==> src/rtl/plc_port_pkg.sv <==
// Purpose: Shared constants and types of the discrete controller port.
// Assumes: 20 MHz clk_i, classic Wishbone register access.
// Notes: Register offsets are byte addresses of aligned 32-bit words.
//
// What this block does
// RQ1: A stop pulse sends the unit to vent mode.
// RQ2: A start pulse runs roughing, gross test, then settles in fine test.
// RQ3: Zero pulse starts auto zero; calibrate pulse starts auto calibration.
// RQ4: Manual ranging: each decrement pulse lowers the range exponent by one.
// RQ5: Manual ranging: each increment pulse raises the range exponent by one.
// RQ6: Auto-range level high lets the unit adjust the exponent itself.
// RQ7: Hold input places the unit in hold, test and roughing paths closed; the code ignores hold while the unit is in vent mode.
// RQ8: Command inputs act only while the port-enable level is high.
// RQ9: Port enable high refuses parameter changes from panel or serial ports.
// RQ10: A refused serial parameter change is answered with the refusal word.
// RQ11: Reject output high while leak rate exceeds reject set point.
// RQ12: Filament-fault output high while the selected filament is broken.
// RQ13: Ready high while operating; not-ready is always its exact inverse.
// RQ14: Calibration-passed output high when the last calibration succeeded.
// RQ15: Zeroing output high while the auto zero routine runs.
// RQ16: Calibrating output high while the auto calibration routine runs.
// RQ17: Leak rate shown as two active-high BCD digits, bits A to D.
// RQ18: The controller drops port enable to take control back.
// RQ19: Control stays with the port across shutdown while enable is high.
// RQ20: Momentary inputs are synchronised and act once per rising pulse.

package plc_port_pkg;

  // ----------------------------------------------------------------
  // Register map
  // ----------------------------------------------------------------
  localparam logic [7:0] STATUS_OFS = 8'h00;
  localparam logic [7:0] SENSE_OFS = 8'h04;
  localparam logic [7:0] LEAK_OFS = 8'h08;
  localparam logic [7:0] SETPT_OFS = 8'h0C;
  localparam logic [7:0] RESP_OFS = 8'h10;
  localparam logic [7:0] SEQ_OFS = 8'h14;

  // ----------------------------------------------------------------
  // Field positions
  // ----------------------------------------------------------------
  localparam int SENSE_FIL_BIT = 0;
  localparam int SENSE_RUN_BIT = 1;
  localparam int SENSE_OFF_BIT = 2;
  localparam int SETPT_SRC_BIT = 8;
  localparam int SEQ_DONE_BIT = 0;
  localparam int SEQ_PASS_BIT = 1;
  localparam int RESP_CLR_BIT = 0;

  // ----------------------------------------------------------------
  // Reset values and codes
  // ----------------------------------------------------------------
  localparam logic [7:0] SETPT_RST = 8'h50;
  localparam logic [3:0] EXPO_RST = 4'h8;
  localparam logic [3:0] EXPO_MAX = 4'hF;
  localparam logic [7:0] AUTO_HI = 8'h90;
  localparam logic [7:0] AUTO_LO = 8'h10;
  localparam logic [7:0] RESP_OK = 8'h00;
  localparam logic [7:0] RESP_REFUSE = 8'hCA;

  // ----------------------------------------------------------------
  // Timing
  // ----------------------------------------------------------------
  localparam int CLK_HZ = 20000000;
  localparam int PULSE_MS = 200;
  localparam int PULSE_CYC = (CLK_HZ / 1000) * PULSE_MS;
  localparam int QUAL_CYC = PULSE_CYC / 2;

  // Operating modes, one-hot
  typedef enum logic [6:0] {
    M_VENT = 7'h01,
    M_ROUGH = 7'h02,
    M_GROSS = 7'h04,
    M_FINE = 7'h08,
    M_HOLD = 7'h10,
    M_ZERO = 7'h20,
    M_CAL = 7'h40
  } mode_t;

endpackage

==> src/rtl/level_sync.sv <==
// Purpose: Two-stage synchroniser for asynchronous level inputs.
// Assumes: Inputs come straight from isolated pins.
// Notes: Only the second stage is visible outside.
`timescale 1ns/1ps
`default_nettype none

module level_sync #(
  parameter int WIDTH = 3
) (
  // Clock and reset
  input wire logic clk_i,
  input wire logic rst_i,
  // Pins and synchronised levels
  input wire logic [WIDTH-1:0] pin_i,
  output logic [WIDTH-1:0] level_o
);

  typedef struct packed {
    logic [WIDTH-1:0] s1;
    logic [WIDTH-1:0] s2;
  } ls_t;

  ls_t r;
  ls_t next_r;

  // Shift pins through both stages
  always_comb begin
    next_r = r;
    next_r.s1 = pin_i;
    next_r.s2 = r.s1;
  end

  always_ff @(posedge clk_i) begin
    if (rst_i) begin
      r <= '0;
    end else begin
      r <= next_r;
    end
  end

  assign level_o = r.s2;

endmodule

`default_nettype wire

==> src/rtl/plc_discrete_control_port.sv <==
// Purpose: Discrete PLC control port with mode sequencer and status pins.
// Assumes: Internal controller reaches the registers over classic Wishbone.
// Notes: Ownership follows only the enable level, never the shutdown bit.
//
// Register access over Wishbone and the register offsets were chosen for this implementation.
`timescale 1ns/1ps
`default_nettype none

module plc_discrete_control_port #(
  parameter int unsigned QUAL = plc_port_pkg::QUAL_CYC
) (
  // Clock and reset
  input wire logic clk_i,
  input wire logic rst_i,
  // Wishbone slave
  input wire logic cyc_i,
  input wire logic stb_i,
  input wire logic we_i,
  input wire logic [7:0] adr_i,
  input wire logic [3:0] sel_i,
  input wire logic [31:0] dat_i,
  output logic [31:0] dat_o,
  output logic ack_o,
  // Controller pins, momentary
  input wire logic stop_i,
  input wire logic start_i,
  input wire logic zero_i,
  input wire logic cal_i,
  input wire logic dec_i,
  input wire logic inc_i,
  // Controller pins, level
  input wire logic port_enable_i,
  input wire logic auto_range_i,
  input wire logic hold_i,
  // Status pins
  output logic reject_o,
  output logic filament_fault_o,
  output logic ready_o,
  output logic not_ready_o,
  output logic cal_ok_o,
  output logic zeroing_o,
  output logic calibrating_o,
  // Leak rate digits
  output logic [3:0] low_digit_o,
  output logic [3:0] high_digit_o,
  // Valve drives
  output logic rough_valve_o,
  output logic test_valve_o,
  output logic vent_valve_o
);

  import plc_port_pkg::*;

  // ----------------------------------------------------------------
  // Input conditioning
  // ----------------------------------------------------------------
  logic [5:0] pins;
  logic [5:0] fire;
  logic [2:0] lvl;
  logic en;
  logic auto_rng;
  logic hold_lvl;

  assign pins = {inc_i, dec_i, cal_i, zero_i, start_i, stop_i};

  // One qualifier per momentary pin [RQ20]
  generate
    for (genvar g = 0; g < 6; g++) begin : g_pd
      pulse_detect #(.QUAL(QUAL)) u_pd (
        .clk_i(clk_i),
        .rst_i(rst_i),
        .line_i(pins[g]),
        .fire_o(fire[g])
      );
    end
  endgenerate

  level_sync #(.WIDTH(3)) u_ls (
    .clk_i(clk_i),
    .rst_i(rst_i),
    .pin_i({hold_i, auto_range_i, port_enable_i}),
    .level_o(lvl)
  );

  assign en = lvl[0];
  assign auto_rng = lvl[1];
  assign hold_lvl = lvl[2];

  // ----------------------------------------------------------------
  // State
  // ----------------------------------------------------------------
  typedef struct packed {
    mode_t mode;
    logic [7:0] leak;
    logic [7:0] setpt;
    logic [3:0] expo;
    logic [7:0] resp;
    logic fil;
    logic run;
    logic off;
    logic new_smp;
    logic cal_ok;
    logic reject;
    logic ready;
    logic not_ready;
    logic rough;
    logic test;
    logic vent;
    logic ack;
    logic [31:0] rdat;
  } st_t;

  st_t r;
  st_t next_r;

  logic req;
  logic wr;
  logic [31:0] wmask;
  logic [31:0] wd;
  logic seq_done;
  logic seq_pass;

  // Bus request decode; byte lanes gate write bits
  assign req = cyc_i && stb_i && !r.ack;
  assign wr = req && we_i;
  assign wmask = {{8{sel_i[3]}}, {8{sel_i[2]}}, {8{sel_i[1]}}, {8{sel_i[0]}}};
  assign wd = dat_i & wmask;
  assign seq_done = wr && adr_i == SEQ_OFS && wd[SEQ_DONE_BIT];
  assign seq_pass = wd[SEQ_PASS_BIT];

  // ----------------------------------------------------------------
  // Next-state logic
  // ----------------------------------------------------------------
  always_comb begin
    next_r = r;
    next_r.ack = req;
    next_r.new_smp = 1'b0;
    next_r.rdat = '0;

    // Register writes
    if (wr) begin
      case (adr_i)
        SENSE_OFS: begin
          next_r.fil = wd[SENSE_FIL_BIT];
          next_r.run = wd[SENSE_RUN_BIT];
          next_r.off = wd[SENSE_OFF_BIT];
        end
        LEAK_OFS: begin
          next_r.leak = wd[7:0];
          next_r.new_smp = 1'b1;
        end
        SETPT_OFS: begin
          // Parameter locked while the port owns the unit [RQ9]
          if (en) begin
            next_r.resp = wd[SETPT_SRC_BIT] ? RESP_REFUSE : r.resp; // [RQ10]
          end else begin
            next_r.setpt = wd[7:0];
            next_r.resp = RESP_OK;
          end
        end
        RESP_OFS: begin
          if (wd[RESP_CLR_BIT]) begin
            next_r.resp = RESP_OK;
          end
        end
        default: begin
        end
      endcase
    end

    // Register reads; unmapped reads return zero
    if (req && !we_i) begin
      case (adr_i)
        STATUS_OFS: next_r.rdat = {17'h0, r.mode, r.expo, 1'b0, r.cal_ok,
                                   en, r.reject};
        SENSE_OFS: next_r.rdat = {29'h0, r.off, r.run, r.fil};
        LEAK_OFS: next_r.rdat = {24'h0, r.leak};
        SETPT_OFS: next_r.rdat = {24'h0, r.setpt};
        RESP_OFS: next_r.rdat = {24'h0, r.resp};
        default: next_r.rdat = '0;
      endcase
    end

    // Mode sequencer; commands only while the port owns the unit [RQ8]
    // Shutdown (off) never touches ownership [RQ19]
    if (en && fire[0]) begin
      next_r.mode = M_VENT; // [RQ1]
    end else if (en && hold_lvl && r.mode != M_VENT) begin
      next_r.mode = M_HOLD; // [RQ7]
    end else if (en && fire[1] && r.mode inside {M_VENT, M_HOLD}) begin
      next_r.mode = M_ROUGH; // [RQ2]
    end else if (en && fire[2] && r.mode != M_CAL) begin
      next_r.mode = M_ZERO; // [RQ3]
    end else if (en && fire[3] && r.mode == M_FINE) begin
      next_r.mode = M_CAL; // [RQ3]
    end else if (seq_done) begin
      // Sequencer reports the end of each step
      case (r.mode)
        M_ROUGH: next_r.mode = M_GROSS; // [RQ2]
        M_GROSS: next_r.mode = M_FINE; // [RQ2]
        M_ZERO: next_r.mode = M_FINE;
        M_CAL: begin
          next_r.mode = M_FINE;
          next_r.cal_ok = seq_pass; // [RQ14]
        end
        default: begin
        end
      endcase
    end

    // Valves follow the next mode so they switch with it, from flops [RQ7]
    next_r.rough = next_r.mode inside {M_ROUGH, M_GROSS};
    next_r.test = next_r.mode inside {M_FINE, M_ZERO, M_CAL};
    next_r.vent = next_r.mode == M_VENT;

    // Range exponent, saturating at both ends
    if (en && !auto_rng) begin
      if (fire[4] && r.expo != 4'h0) begin
        next_r.expo = r.expo - 4'h1; // [RQ4]
      end else if (fire[5] && r.expo != EXPO_MAX) begin
        next_r.expo = r.expo + 4'h1; // [RQ5]
      end
    end else if (en && r.new_smp) begin
      // Step toward mid-scale one decade per sample [RQ6]
      if (r.leak > AUTO_HI && r.expo != EXPO_MAX) begin
        next_r.expo = r.expo + 4'h1;
      end else if (r.leak < AUTO_LO && r.expo != 4'h0) begin
        next_r.expo = r.expo - 4'h1;
      end
    end

    // Status pins; BCD digits compare in order as bytes [RQ11]
    next_r.reject = r.leak > r.setpt;
    next_r.ready = r.run && !r.off; // [RQ13]
    next_r.not_ready = !(r.run && !r.off); // [RQ13]
  end

  always_ff @(posedge clk_i) begin
    if (rst_i) begin
      r <= '0;
      r.mode <= M_VENT;
      r.setpt <= SETPT_RST;
      r.expo <= EXPO_RST;
      r.resp <= RESP_OK;
      r.not_ready <= 1'b1;
      r.vent <= 1'b1;
    end else begin
      r <= next_r;
    end
  end

  // ----------------------------------------------------------------
  // Outputs, all from flops
  // ----------------------------------------------------------------
  assign dat_o = r.rdat;
  assign ack_o = r.ack;
  assign reject_o = r.reject;
  assign filament_fault_o = r.fil; // [RQ12]
  assign ready_o = r.ready;
  assign not_ready_o = r.not_ready;
  assign cal_ok_o = r.cal_ok;
  assign zeroing_o = r.mode[5]; // [RQ15]
  assign calibrating_o = r.mode[6]; // [RQ16]
  assign low_digit_o = r.leak[3:0]; // [RQ17]
  assign high_digit_o = r.leak[7:4]; // [RQ17]
  // Hold and vent keep test and roughing paths shut [RQ7]
  assign rough_valve_o = r.rough;
  assign test_valve_o = r.test;
  assign vent_valve_o = r.vent;
endmodule

`default_nettype wire

==> src/rtl/pulse_detect.sv <==
// Purpose: Qualifies one momentary input and fires once per pulse.
// Assumes: Line is asynchronous to clk_i.
// Notes: Fires after QUAL cycles high; rearms only once the line is low.
`timescale 1ns/1ps
`default_nettype none

module pulse_detect #(
  parameter int unsigned QUAL = 2000000
) (
  // Clock and reset
  input wire logic clk_i,
  input wire logic rst_i,
  // Pin and event
  input wire logic line_i,
  output logic fire_o
);

  localparam int W = $clog2(QUAL + 1);

  typedef struct packed {
    logic s1;
    logic s2;
    logic [W-1:0] cnt;
    logic armed;
    logic fire;
  } pd_t;

  pd_t r;
  pd_t next_r;

  // Glitches shorter than QUAL are dropped; held lines fire once [RQ20]
  always_comb begin
    next_r = r;
    next_r.s1 = line_i;
    next_r.s2 = r.s1;
    next_r.fire = 1'b0;
    if (!r.s2) begin
      next_r.cnt = '0;
      next_r.armed = 1'b1;
    end else if (r.armed) begin
      if (r.cnt == W'(QUAL - 1)) begin
        next_r.fire = 1'b1;
        next_r.armed = 1'b0;
      end else begin
        next_r.cnt = r.cnt + 1'b1;
      end
    end
  end

  // Not armed at reset, but the cleared s2 reads low and arms it, so a line high at reset fires
  always_ff @(posedge clk_i) begin
    if (rst_i) begin
      r <= '0;
    end else begin
      r <= next_r;
    end
  end

  assign fire_o = r.fire;

endmodule

`default_nettype wire
==> config.mk <==
export PLATFORM = sky130hd
export DESIGN_NAME = plc_discrete_control_port
export DESIGN_NICKNAME = d
export VERILOG_FILES = /design/src/rtl/plc_port_pkg.sv /design/src/rtl/level_sync.sv /design/src/rtl/plc_discrete_control_port.sv /design/src/rtl/pulse_detect.sv
export SDC_FILE = /design/constraint.sdc
export NUM_CORES = 1
export LEC_CHECK = 0
export ABC_AREA = 0
export BUFFER_PORTS_ARGS = -buffer_cell sky130_fd_sc_hd__buf_4
export CORE_UTILIZATION = 53
export DETAILED_ROUTE_END_ITERATION = 8
export PLACE_DENSITY = 0.73
export SLEW_MARGIN = 20
export SYNTH_ARGS = -nofsm -noshare
export SYNTH_HDL_FRONTEND = slang
export SYNTH_SLANG_ARGS = --single-unit
export TNS_END_PERCENT = 100
==> constraint.sdc <==
create_clock -name clk_i -period 2.2 [get_ports clk_i]
set_clock_uncertainty 0.15 [all_clocks]
set_input_delay 0.11 -clock clk_i [delete_from_list [all_inputs] [get_ports clk_i]]
set_output_delay 0.11 -clock clk_i [all_outputs]
set_load 0.02 [all_outputs]
Yosys cells after proc, flatten, opt, wreduce, memory -nomap -nowiden
Index checks and enable logic that the tools add are counted.
{"block": "classes", "add_sub_neg": 8, "order_cmp": 3, "eq_ne": 30, "muxes": 37, "bitwise": 27, "n_reduce_logical": 62}
{"op": "adder 21 x 1 -> 21 bit (second input constant)", "count": 6}
{"op": "equality test 21 bit (second input constant)", "count": 6}
{"op": "one-hot mux 15 bit (5 select lines)", "count": 1}
{"op": "2-to-1 mux 7 bit", "count": 6}
{"op": "NOT 1 bit", "count": 26}
{"op": "2-to-1 mux 2 bit", "count": 12}
{"op": "2-to-1 mux 4 bit", "count": 6}
{"op": "2-to-1 mux 8 bit", "count": 3}
{"op": "logical AND 1 bit", "count": 22}
{"op": "OR reduction 3 bit", "count": 7}
{"op": "equality test 8 x 4 -> 1 bit (second input constant)", "count": 2}
{"op": "equality test 8 x 5 -> 1 bit (second input constant)", "count": 2}
{"op": "one-hot mux 8 bit (2 select lines)", "count": 1}
{"op": "AND reduction 2 bit", "count": 8}
{"op": "OR reduction 2 bit", "count": 8}
{"op": "equality test 7 x 1 -> 1 bit (second input constant)", "count": 2}
{"op": "equality test 7 x 2 -> 1 bit (second input constant)", "count": 2}
{"op": "equality test 7 x 3 -> 1 bit (second input constant)", "count": 2}
{"op": "equality test 7 x 4 -> 1 bit (second input constant)", "count": 2}
{"op": "equality test 7 x 6 -> 1 bit (second input constant)", "count": 2}
{"op": "equality test 7 bit (second input constant)", "count": 2}
{"op": "one-hot mux 7 bit (2 select lines)", "count": 1}
{"op": "AND 9 bit", "count": 1}
{"op": "equality test 8 x 3 -> 1 bit (second input constant)", "count": 1}
{"op": "other kinds (21)", "count": 36}
{"block": "word_totals", "register_bits": 235, "inputBits": 58, "out_inout_bits": 51, "wordCells": 217}

Longest topological paths before layout
Gate-level depths: netlist of the first run.
{"block": "logic_depth", "ltp_word": 13, "ltp_mapped": 8, "depth_no_buf": 8}

Modules after synthesis
A second synthesis of the first run with hierarchy kept.
{"block": "unflattened", "hier_cells": 1231, "area_unflattened_um2": 10690.3}
{"module": "pulse_detect at g_pd[0].u_pd ...", "instances": 5, "cells_each": 142, "area_each_um2": 1256.2, "seq_area_each_um2": 500.5}
{"module": "plc_discrete_control_port", "instances": 1, "cells_each": 377, "area_each_um2": 3110.5, "seq_area_each_um2": 1101.1}
{"module": "pulse_detect at g_pd[5].u_pd", "instances": 1, "cells_each": 132, "area_each_um2": 1141.1, "seq_area_each_um2": 500.5}
{"module": "level_sync", "instances": 1, "cells_each": 12, "area_each_um2": 157.7, "seq_area_each_um2": 120.1}

Worst setup path after synthesis of the first run
No wires, ideal clock.
{"block": "synth_timing", "kind": "flip-flop to flip-flop", "from": "register g_pd[2].u_pd.r[14] (netlist name)", "to": "register g_pd[2].u_pd.r[15] (netlist name)", "setup_ns": 0.128, "arrival_time_ns": 2.074, "required_ns": 1.922, "path_slack_ns": -0.152, "stages_incl_launch_ff": 8, "n_path_buf": 1, "synth_period_minus_slack_ns": 2.352, "path_cell_list": "dfxtp_1 -> or4b_1 -> or4b_4 -> o311ai_4 -> buf_6 -> nor3_1 -> xnor2_1 -> nor2_1"}
{"block": "synth_via", "elab_chain_len": 3, "word_cells_on_any_way": 4, "cone_classes": "add/sub: 1; eq/ne: 1; bitwise: 1; reduce/logical: 1"}
{"item": "start: declaration", "line": "pulse_detect.sv:28", "rtl": "pd_t r;"}
{"item": "start signal: assignment", "line": "pulse_detect.sv:55", "rtl": "r <= next_r;"}
{"item": "branches (longest 3 deep; another with adder 21 x 1 -> 21 bit)"}
Parallel ways; which one is timed is not known.
A chain may end at the register's enable or synchronous reset.

Final worst setup path of the first run
{"block": "layout_timing", "from": "register g_pd[2].u_pd.r[11] (netlist name)", "to": "register g_pd[2].u_pd.r[3] (netlist name)"}
{"block": "layout_via", "elab_chain_len": 3}
{"item": "equality test 21 bit", "line": "pulse_detect.sv:41", "rtl": "if (r.cnt == W'(QUAL - 1)) begin"}
{"item": "NOT 1 bit (no line)"}
{"item": "AND reduction 2 bit (no line)"}
No other way between the ends.

==> impl_metrics.json, run 1 <==
{
  "drc": 19,
  "die_area_mm2": 0.01923,
  "fin_crit_sh_pct": 107.8,
  "core_area_mm2": 0.01815,
  "p_sw_uw": 1682,
  "clk_latency_ns": 0.51,
  "top_level_ports": 109,
  "yosys-mux-area-fraction_pct": 2.300,
  "drv_cap": 0,
  "initialDrtViolationCount": 496,
  "htreeDepth": 1,
  "place_hpwl_um": 14940,
  "setup_viol": 34,
  "cts_tree": "built",
  "synth_cells": 1155,
  "antenna_found_initial": 0,
  "synth_compound_area_share_pct": 10.03,
  "critPathKind": "flip-flop to flip-flop",
  "cp.required_ns": 2.44,
  "yosysWarnings": 0,
  "fin_area_mm2": 0.01245,
  "violations": "design-rule violations, negative setup slack",
  "use_met1_pct": 30.91,
  "start_util_pct": 54.56,
  "grt.total_usage_pct": 22.97,
  "rsz0062_at_grt": "yes",
  "drive_gt1_share_pct": 21.58,
  "cts_root_buffer": "clkbuf_16",
  "arrival_ns": 2.61,
  "antenna_cells": 0,
  "status": "finished, violations left",
  "combPwrFrac_pct": 3.6,
  "met2_usage_pct": 38.26,
  "p_leak_uw": 0.004416,
  "wl_per_cell_um": 14.43,
  "avgSynthCellArea_um2": 8.573,
  "path_clk_slew_ns": 0.06,
  "synth_top_area_share_pct": 42.66,
  "use_met3_pct": 3.211,
  "synth_ff_type": "dfxtp_1",
  "grt_max_degree": 38,
  "synth_edf_count": 0,
  "dpl.cell_count": 1477,
  "vdd_drop_max_v": 0.0005626,
  "grt.busiest_layer": "met2",
  "whs_path_depth": 5,
  "finalMaxSlewViolations": 0,
  "fin_crit_ns": 2.371,
  "first_global_vias": 7841,
  "hp-class": "input pin to flip-flop",
  "via_count": 8557,
  "timing.fmax_mhz": 421.8,
  "fin_util_pct": 68.61,
  "tns_ns": -2.211,
  "gr-total-overflow": 0,
  "synthXorXnorAreaFrac_pct": 8.403,
  "die_w_um": 138.7,
  "gp_congestion": 0.8915,
  "synth_cell_types": 75,
  "yosysSeqAreaShare_pct": 42.66,
  "reg2reg_depth": 6,
  "critPathLaunchType": "flip-flop",
  "pwr-share-seq_pct": 48.7,
  "fin_ws_ns": -0.1706,
  "internal_power_uw": 6254,
  "synthSimpleGateAreaFrac_pct": 27.79,
  "cts_sinks": 211,
  "fin_total_pwr_uw": 7936,
  "p_sw_share_pct": 21.19,
  "area_delta_synth_final_pct": 25.74,
  "cts_buffers": 24,
  "clock_power_share_pct": 47.7,
  "synth_area_leaders": "dfxtp_1 43%, xnor2_1 6.5%, nor2_1 5.2%, buf_4 3.0%, nand3_1 3.0%",
  "std_cell_rows": 49,
  "power_density_mw_per_mm2": 637.4,
  "die_h_um": 138.7,
  "cts_max_path_buffers": 3,
  "synth_area_leader_cell": "dfxtp_1",
  "crit_path_end_kind": "flip-flop",
  "synth_top_family_by_area": "simple AND/OR/NAND/NOR gates",
  "syn-cell-area_mm2": 0.009902,
  "synth-seq-cells": 211,
  "tightestPinTransition_ns": 1.119,
  "placed_cell_area_mm2": 0.01104,
  "synth_fa_ha_area_share_pct": 2.022,
  "firstDrtPassIters": 8,
  "routed_wl_um": 22500,
  "grt_pass1_wl_um": 37470,
  "layout.nets": 1390,
  "max_slew_margin_pct": 24.24,
  "finalHoldViolCount": 0,
  "io_buffers": 66,
  "postSynth.asyncResetShare_pct": 0,
  "drtAntennaViolNets": 0,
  "worstPathMaxFanout": 4,
  "final_cells": 1559,
  "via_per_inst": 5.489
}
==> kinds of logic after synthesis <==
group           after synthesis
compound gates              155
xor+xnor                     95
fa+ha+maj                    16
buf+inv                     134
flops                       211
mux                          22
other cells                   1
simple gates                521
==> Yosys cell counts, drive strengths merged (18+ instances only) <==
cell / instances
and2: 18
nor4: 32
xor2: 21
a21oi: 54
nor2b: 20
clkbuf: 36
xnor2: 74
nor3: 46
dfxtp: 211
o21ai: 47
inv: 51
or3: 34
nor2: 139
nand2: 72
buf: 47
nand4: 28
nand3: 60
==> layout make-up <==
class                   instances  area [um2]
fillers                      1423        5697
multi-input cells             826        5334
flip-flops and latches        211        4232
repair buffers                202        1654
clock buffers                  32       681.9
well taps                     229       286.5
inverters                      51       191.4
clock inverters                 8       71.32
==> stage by stage <==
step / setup WS [ns] / hold slack, ns
after floorplan: -0.08542 / 0.05546
after global placement: -0.1729 / 0.1704
after detailed placement: -0.2203 / 0.1744
after CTS: -0.1868 / 0.01314
after global routing: -0.2171 / 0.04912
final: -0.1706 / 0.04095
==> power groups by stage <==
stage                     Sequential (uW)  Clock (uW)  Combinational, uW
after global placement               3950           0                236
after floorplan                      3940           0                155
final                                3870        3790                284
after detailed placement             3950           0                239
after global routing                 3870        4030                306
after CTS                            3870        3870                278
==> cell usage in the layout, fill, tap and decap left out, drive strengths merged, types with 32 or more instances in the layout <==
cell    count
buf       171
a21oi      54
dfxtp     211
nor2      139
inv        51
nor3       46
clkbuf     32
nand2      72
xnor2      74
or3        34
nor4       32
o21ai      47
nand3      60
==> path summary, 6_finish.rpt <==
| kind | start | end | slack, ns |
|---|---|---|---|
| max | g_pd[2].u_pd.r[11] | g_pd[2].u_pd.r[3] | -0.17 |
| min | adr_i[6] | dat_o[3] | 0.04 |
| max reg2reg | g_pd[2].u_pd.r[11] | g_pd[2].u_pd.r[3] | -0.17 |
| min reg2reg | g_pd[3].u_pd.r[23] | g_pd[3].u_pd.r[1] | 0.29 |
==> state kept, by name, indices dropped and copies added, names as in the netlist, 3 cells and up <==
| name | count |
|---|---|
| g_pd.u_pd.next_r | 6 |
| g_pd.u_pd.r | 138 |
| dat_o | 15 |
| g_pd.u_pd.fire_o | 6 |
| u_ls.level_o | 3 |
| r | 21 |
| u_ls.next_r | 3 |
| low_digit_o | 4 |
| high_digit_o | 4 |
==> metal layers <==
layer  part of all wire, %  wire length [um]
met4                   1.9               419
met5                     0                 0
met2                    47             10580
met1                    47             10490
met3                   4.5              1009
==> repair_timing <==
item                                   CTS  global route
hold buffers                            30             0
setup endpoints to repair               33            67
endpoints found under the hold margin   52             0
pin swaps                                2            27
cloned                                   2             1
gates resized for setup                 18            53
buffers inserted                         1             8
==> critical path: stages (launching register included) <==
cell and delay [ns]:
dfxtp_2 0.31, or4b_1 0.52, or4b_4 0.53, or2_4 0.26
o21ai_4 0.19, mux2i_1 0.24, nor2_1 0.06
(Power assumes the default switching activity.)
==> inputs of run 2 (changes only) <==
CORE_MARGIN = 2   (was default)
HOLD_SLACK_MARGIN = 0.08   (was default)
==> run 2 against run 1 <==
  * The run ends with negative setup slack left
  * Critical path depth unchanged
  * Largest power group unchanged
  * Worst setup slack improved by 0.045 ns
  * Sequential power about the same
  * Fmax increased by 1.9%
==> impl_metrics.json, run 2 (synthesized netlist as in run 1, its figures left out) <==
{
  "status": "finished, violations left",
  "violations": "negative setup slack",
  "seqCellArea_mm2": 0.004230,
  "via_count": 8656,
  "grt_pass1_wl_um": 37830,
  "drc": 0,
  "r2r-end": "g_pd[2].u_pd.r[2]",
  "area_delta_synth_final_pct": 25.69,
  "setup_viol": 32,
  "cts_sinks": 211,
  "finalMaxSlewViolations": 0,
  "reg2reg_depth": 6,
  "reg2reg_slack_ns": -0.13,
  "cp.required_ns": 2.43,
  "io_buffers": 66,
  "grt_max_degree": 24,
  "pwr-share-seq_pct": 50.0,
  "crit_path_end_kind": "flip-flop",
  "worstPathMaxFanout": 4,
  "cts_root_buffer": "clkbuf_16",
  "place_ws_ns": -0.1373,
  "multi_input_area_mm2": 0.005361,
  "grt.total_usage_pct": 22.48,
  "crit_start": "g_pd[2].u_pd.r[11]",
  "clk_latency_ns": 0.51,
  "cts_buffers": 23,
  "drive_gt1_share_pct": 21.08,
  "gp_congestion": 0.8859,
  "die_area_mm2": 0.01979,
  "initialDrtViolationCount": 439,
  "largest_reg_flops": 138,
  "fin_crit_ns": 2.325,
  "fin_util_pct": 68.58,
  "p_leak_uw": 0.004398,
  "via_per_inst": 5.542,
  "fin_total_pwr_uw": 7729,
  "die_w_um": 140.7,
  "rsz0062_at_grt": "yes",
  "timing.fmax_mhz": 430.0,
  "critical_path.top_delay_family": "simple AND/OR/NAND/NOR gates",
  "power_density_mw_per_mm2": 621.0,
  "routed_wl_um": 22950,
  "hp-class": "input pin to flip-flop",
  "clock_power_share_pct": 46.1,
  "critPathLaunchType": "flip-flop",
  "wl_per_cell_um": 14.69,
  "antenna_cells": 0,
  "finalHoldViolCount": 0,
  "r2r_start": "g_pd[2].u_pd.r[11]",
  "antenna_found_initial": 0,
  "drtAntennaViolNets": 0,
  "p_sw_uw": 1660,
  "hold-worst-slack_ns": 0.1121,
  "cp_slowest_cell": "or4b_4",
  "cp_slowest_stage_delay_ns": 0.53,
  "path_clk_slew_ns": 0.06,
  "path_cells": "or4b_1 > or4b_4 > or2_4 > o21ai_4 > xor2_1 > nor2_1",
  "cp.depth": 6,
  "start_util_pct": 54.56,
  "drv_cap": 0,
  "std_cell_rows": 49,
  "place_hpwl_um": 15040,
  "vdd_drop_max_v": 0.0005254,
  "firstDrtPassIters": 5,
  "first_global_vias": 8109,
  "p_sw_share_pct": 21.47,
  "die_h_um": 140.7,
  "most-common-layout-cells": "206 x dfxtp_1, 158 x buf_4, 137 x nor2_1, 72 x nand2_1, 72 x xnor2_1",
  "max_slew_margin_pct": 48.55,
  "combPwrFrac_pct": 3.9,
  "layout_commonest_cell": "dfxtp_1",
  "placed_cell_area_mm2": 0.01100,
  "largest-register": "g_pd.u_pd.r",
  "cts_tree": "built",
  "fin_crit_sh_pct": 105.7,
  "core_area_mm2": 0.01815,
  "top_level_ports": 109,
  "cts_max_path_buffers": 3,
  "critPathKind": "flip-flop to flip-flop",
  "tightestPinTransition_ns": 0.7699,
  "arrival_ns": 2.56,
  "layout.nets": 1393,
  "htreeDepth": 1,
  "fillerInstances": 1425,
  "crit_end": "g_pd[2].u_pd.r[2]",
  "internal_power_uw": 6069,
  "fin_area_mm2": 0.01245,
  "fin_ws_ns": -0.1254,
  "critPathBufInv": 0,
  "gr-total-overflow": 0
}
[run 2: power by group through the flow]
stage / Sequential [uW] / Combinational (uW) / Clock [uW]
2_1_floorplan: 3940 / 155 / 0
3_3_place_gp: 3950 / 234 / 0
3_5_place_dp: 3950 / 236 / 0
4_1_cts: 3860 / 290 / 3610
5_1_grt: 3870 / 322 / 3790
6_report: 3870 / 300 / 3560
[run 2: how the worst min path moves through the flow]
stage	to	slack, ns	cells past startpoint	from
2_1_floorplan	ack_o	0.06	1	rst_i
3_3_place_gp	u_ls.next_r[1]	0.17	2	auto_range_i
3_5_place_dp	g_pd[2].u_pd.next_r[23]	0.17	2	zero_i
4_1_cts	dat_o[7]	0.08	5	adr_i[1]
5_1_grt	r[50]	0.17	6	adr_i[6]
6_report	r[50]	0.11	5	sel_i[1]
[run 2: metal layers]
layer / global-route usage, % / routed length (um) / vias up
met2: 37.36 / 10500 / 249
met4: 5.421 / 387 / 0
met1: 30.69 / 10680 / 4038
met5: 0 / 0 / -
met3: 3.838 / 1374 / 39
li1: - / - / 4330
[run 2: worst reg2reg max path, delay by kind of cell, from the launching register on]
family           cells  cell delay (ns)
AO/OA/AOI/OAI        1             0.18
XOR/XNOR             1             0.19
flip-flops           1             0.31
AND/OR/NAND/NOR      4             1.38
[run 2: cell type report]
type	count	area share [%]
clock buffers	35	5.389
clock inverters	4	0.1609
inverters	51	1.538
multi-input cells	826	43.08
flip-flops and latches	211	33.99
well taps	229	2.302
repair buffers	206	13.54
[run 2: stage by stage]
step                instances  TNS [ns]
CTS                      1559    -1.736
finish                   1562    -2.153
floorplan                1171   -0.5427
global placement         1473   -0.9179
detailed placement       1473    -1.708
global route             1562    -5.590
[run 2: timing repair]
item | in CTS | in global routing
endpoints found under the setup margin | 37 | 58
pin swaps | 9 | 19
endpoints found under the hold margin | 66 | 0
buffers inserted | 5 | 4
hold buffers | 40 | 0
cloned | 2 | 0
resized for setup | 28 | 51
==> inputs of run 3 (changes only) <==
PLACE_DENSITY = 0.75   (was 0.73)
==> run 3 against run 2 <==
  * The flow still finishes with violations (negative setup slack)
  * Flip-flop and latch count is the same
  * Design area up 0.23%
  * First-iteration DRC count down 7.5%
  * Via count grew 0.15%
  * Clock power increased by 5%
  * Combinational power about the same
  * Wire length grew 1.5%
  * Die area unchanged
  * Sequential share of layout area decreased by 0.058 points
  * Fmax down 0.64%
  * Register-to-register slack hardly changed
==> impl_metrics.json, run 3 (synthesized netlist as in run 1, its figures left out) <==
{
  "status": "finished, violations left",
  "violations": "negative setup slack",
  "critPathLaunchType": "flip-flop",
  "p_sw_share_pct": 20.94,
  "top_level_ports": 109,
  "timing.fmax_mhz": 427.3,
  "fin_total_pwr_uw": 7895,
  "clk_latency_ns": 0.50,
  "dpl.cell_count": 1470,
  "final_cells": 1557,
  "fin_area_mm2": 0.01247,
  "layout.nets": 1385,
  "htreeDepth": 1,
  "drc": 0,
  "layout_commonest_cell": "dfxtp_1",
  "die_area_mm2": 0.01979,
  "routed_wl_um": 23300,
  "first_global_vias": 8126,
  "place_ws_ns": -0.1545,
  "std_cell_rows": 49,
  "tightestPinTransition_ns": 1.128,
  "grt.total_usage_pct": 22.46,
  "combPwrFrac_pct": 3.8,
  "fin_crit_ns": 2.340,
  "grt_pass1_wl_um": 37890,
  "fin_ws_ns": -0.1404,
  "worstPathMaxFanout": 4,
  "die_w_um": 140.7,
  "pwr-share-seq_pct": 49.0,
  "arrival_ns": 2.58,
  "firstDrtPassIters": 5,
  "cts_root_buffer": "clkbuf_16",
  "initialDrtViolationCount": 406,
  "clock_power_share_pct": 47.3,
  "io_buffers": 66,
  "antenna_found_initial": 0,
  "vdd_drop_max_v": 0.0004569,
  "cts_sinks": 211,
  "finalMaxSlewViolations": 0,
  "core_area_mm2": 0.01815,
  "grt_max_degree": 44,
  "antenna_cells": 0,
  "setup_viol": 37,
  "crit_path_end_kind": "flip-flop",
  "critPathKind": "flip-flop to flip-flop",
  "die_h_um": 140.7,
  "p_leak_uw": 0.004400,
  "finalHoldViolCount": 0,
  "fillerInstances": 1403,
  "wl_per_cell_um": 14.96,
  "cp.required_ns": 2.44,
  "drive_gt1_share_pct": 21.16,
  "largest-register": "g_pd.u_pd.r",
  "drtAntennaViolNets": 0,
  "max_slew_margin_pct": 23.61,
  "seqCellArea_mm2": 0.004233,
  "drv_cap": 0,
  "path_clk_slew_ns": 0.06,
  "placed_cell_area_mm2": 0.01097,
  "hp-class": "input pin to flip-flop",
  "cts_max_path_buffers": 3,
  "fin_crit_sh_pct": 106.4,
  "p_sw_uw": 1653,
  "cts_buffers": 23,
  "via_count": 8669,
  "cts_tree": "built",
  "place_hpwl_um": 14940,
  "area_delta_synth_final_pct": 25.98,
  "gr-total-overflow": 0,
  "largest_reg_flops": 138,
  "via_per_inst": 5.568,
  "start_util_pct": 54.56,
  "most-common-layout-cells": "206 x dfxtp_1, 153 x buf_4, 136 x nor2_1, 72 x nand2_1, 70 x xnor2_1",
  "multi_input_area_mm2": 0.005401,
  "rsz0062_at_grt": "yes",
  "tns_ns": -2.136,
  "internal_power_uw": 6242,
  "gp_congestion": 0.8946,
  "power_density_mw_per_mm2": 632.9
}
-- run 3: cell count changes in the layout (fill, tap and decap cells not counted), moves of 4 or more --
cell	delta
buf_4	-5
buf_6	+4
dlygate4sd3_1	-7
nor3_1	+4
nor3_2	-5
-- run 3: power by group through the flow --
stage	registers (uW)	logic [uW]	clock network [uW]
floorplan	3940	155	0
global placement	3950	232	0
detailed placement	3950	234	0
CTS	3870	279	3810
global route	3870	322	3960
finish	3870	298	3730
-- run 3: path summary, 6_finish.rpt --
| check | cells after the start | endpoint | slack [ns] | from |
|---|---|---|---|---|
| hold reg to reg | 1 | g_pd[2].u_pd.r[1] | 0.29 | g_pd[2].u_pd.r[23] |
| hold / removal | 6 | dat_o[2] | 0.14 | adr_i[7] |
| setup / recovery | 6 | g_pd[2].u_pd.r[3] | -0.14 | g_pd[2].u_pd.r[11] |
| setup reg to reg | 6 | g_pd[2].u_pd.r[3] | -0.14 | g_pd[2].u_pd.r[11] |
-- run 3: per-layer routing --
metal | GRT usage (%) | up-vias | wire (um)
met4 | 7.368 | 0 | 502
met5 | 0 | - | 0
met2 | 38.02 | 236 | 11230
met3 | 2.989 | 45 | 1111
li1 | - | 4311 | -
met1 | 29.82 | 4077 | 10450
-- run 3: critical path: stages (launching register included) --
cell and delay [ns]:
dfxtp_2 0.32, or4b_4 0.51, or4b_4 0.53, or2_4 0.27
o21ai_4 0.18, mux2i_1 0.21, nor2_1 0.05
-- run 3: area by class of cell --
type / count / area share (%)
tap: 229 / 2.297
clock inverter: 3 / 0.3511
sequential: 211 / 33.93
multi-input combinational: 826 / 43.30
clock buffer: 39 / 5.577
timing repair buffer: 198 / 13.01
inverter: 51 / 1.535
-- run 3: timing repair --
item / 4_1_cts / 5_1_grt
endpoints found under the hold margin: 50 / 0
hold buffers: 33 / 0
pin swaps: 3 / 25
resized for setup: 21 / 66
cloned: 2 / 0
buffers inserted: 0 / 10
endpoints found under the setup margin: 37 / 59
-- run 3: metrics by stage --
step	hold WS [ns]	utilization [%]
finish	0.1401	68.74
global route	0.1775	68.74
CTS	0.1007	66.90
detailed placement	0.1764	60.47
global placement	0.1782	60.47
floorplan	0.05546	-
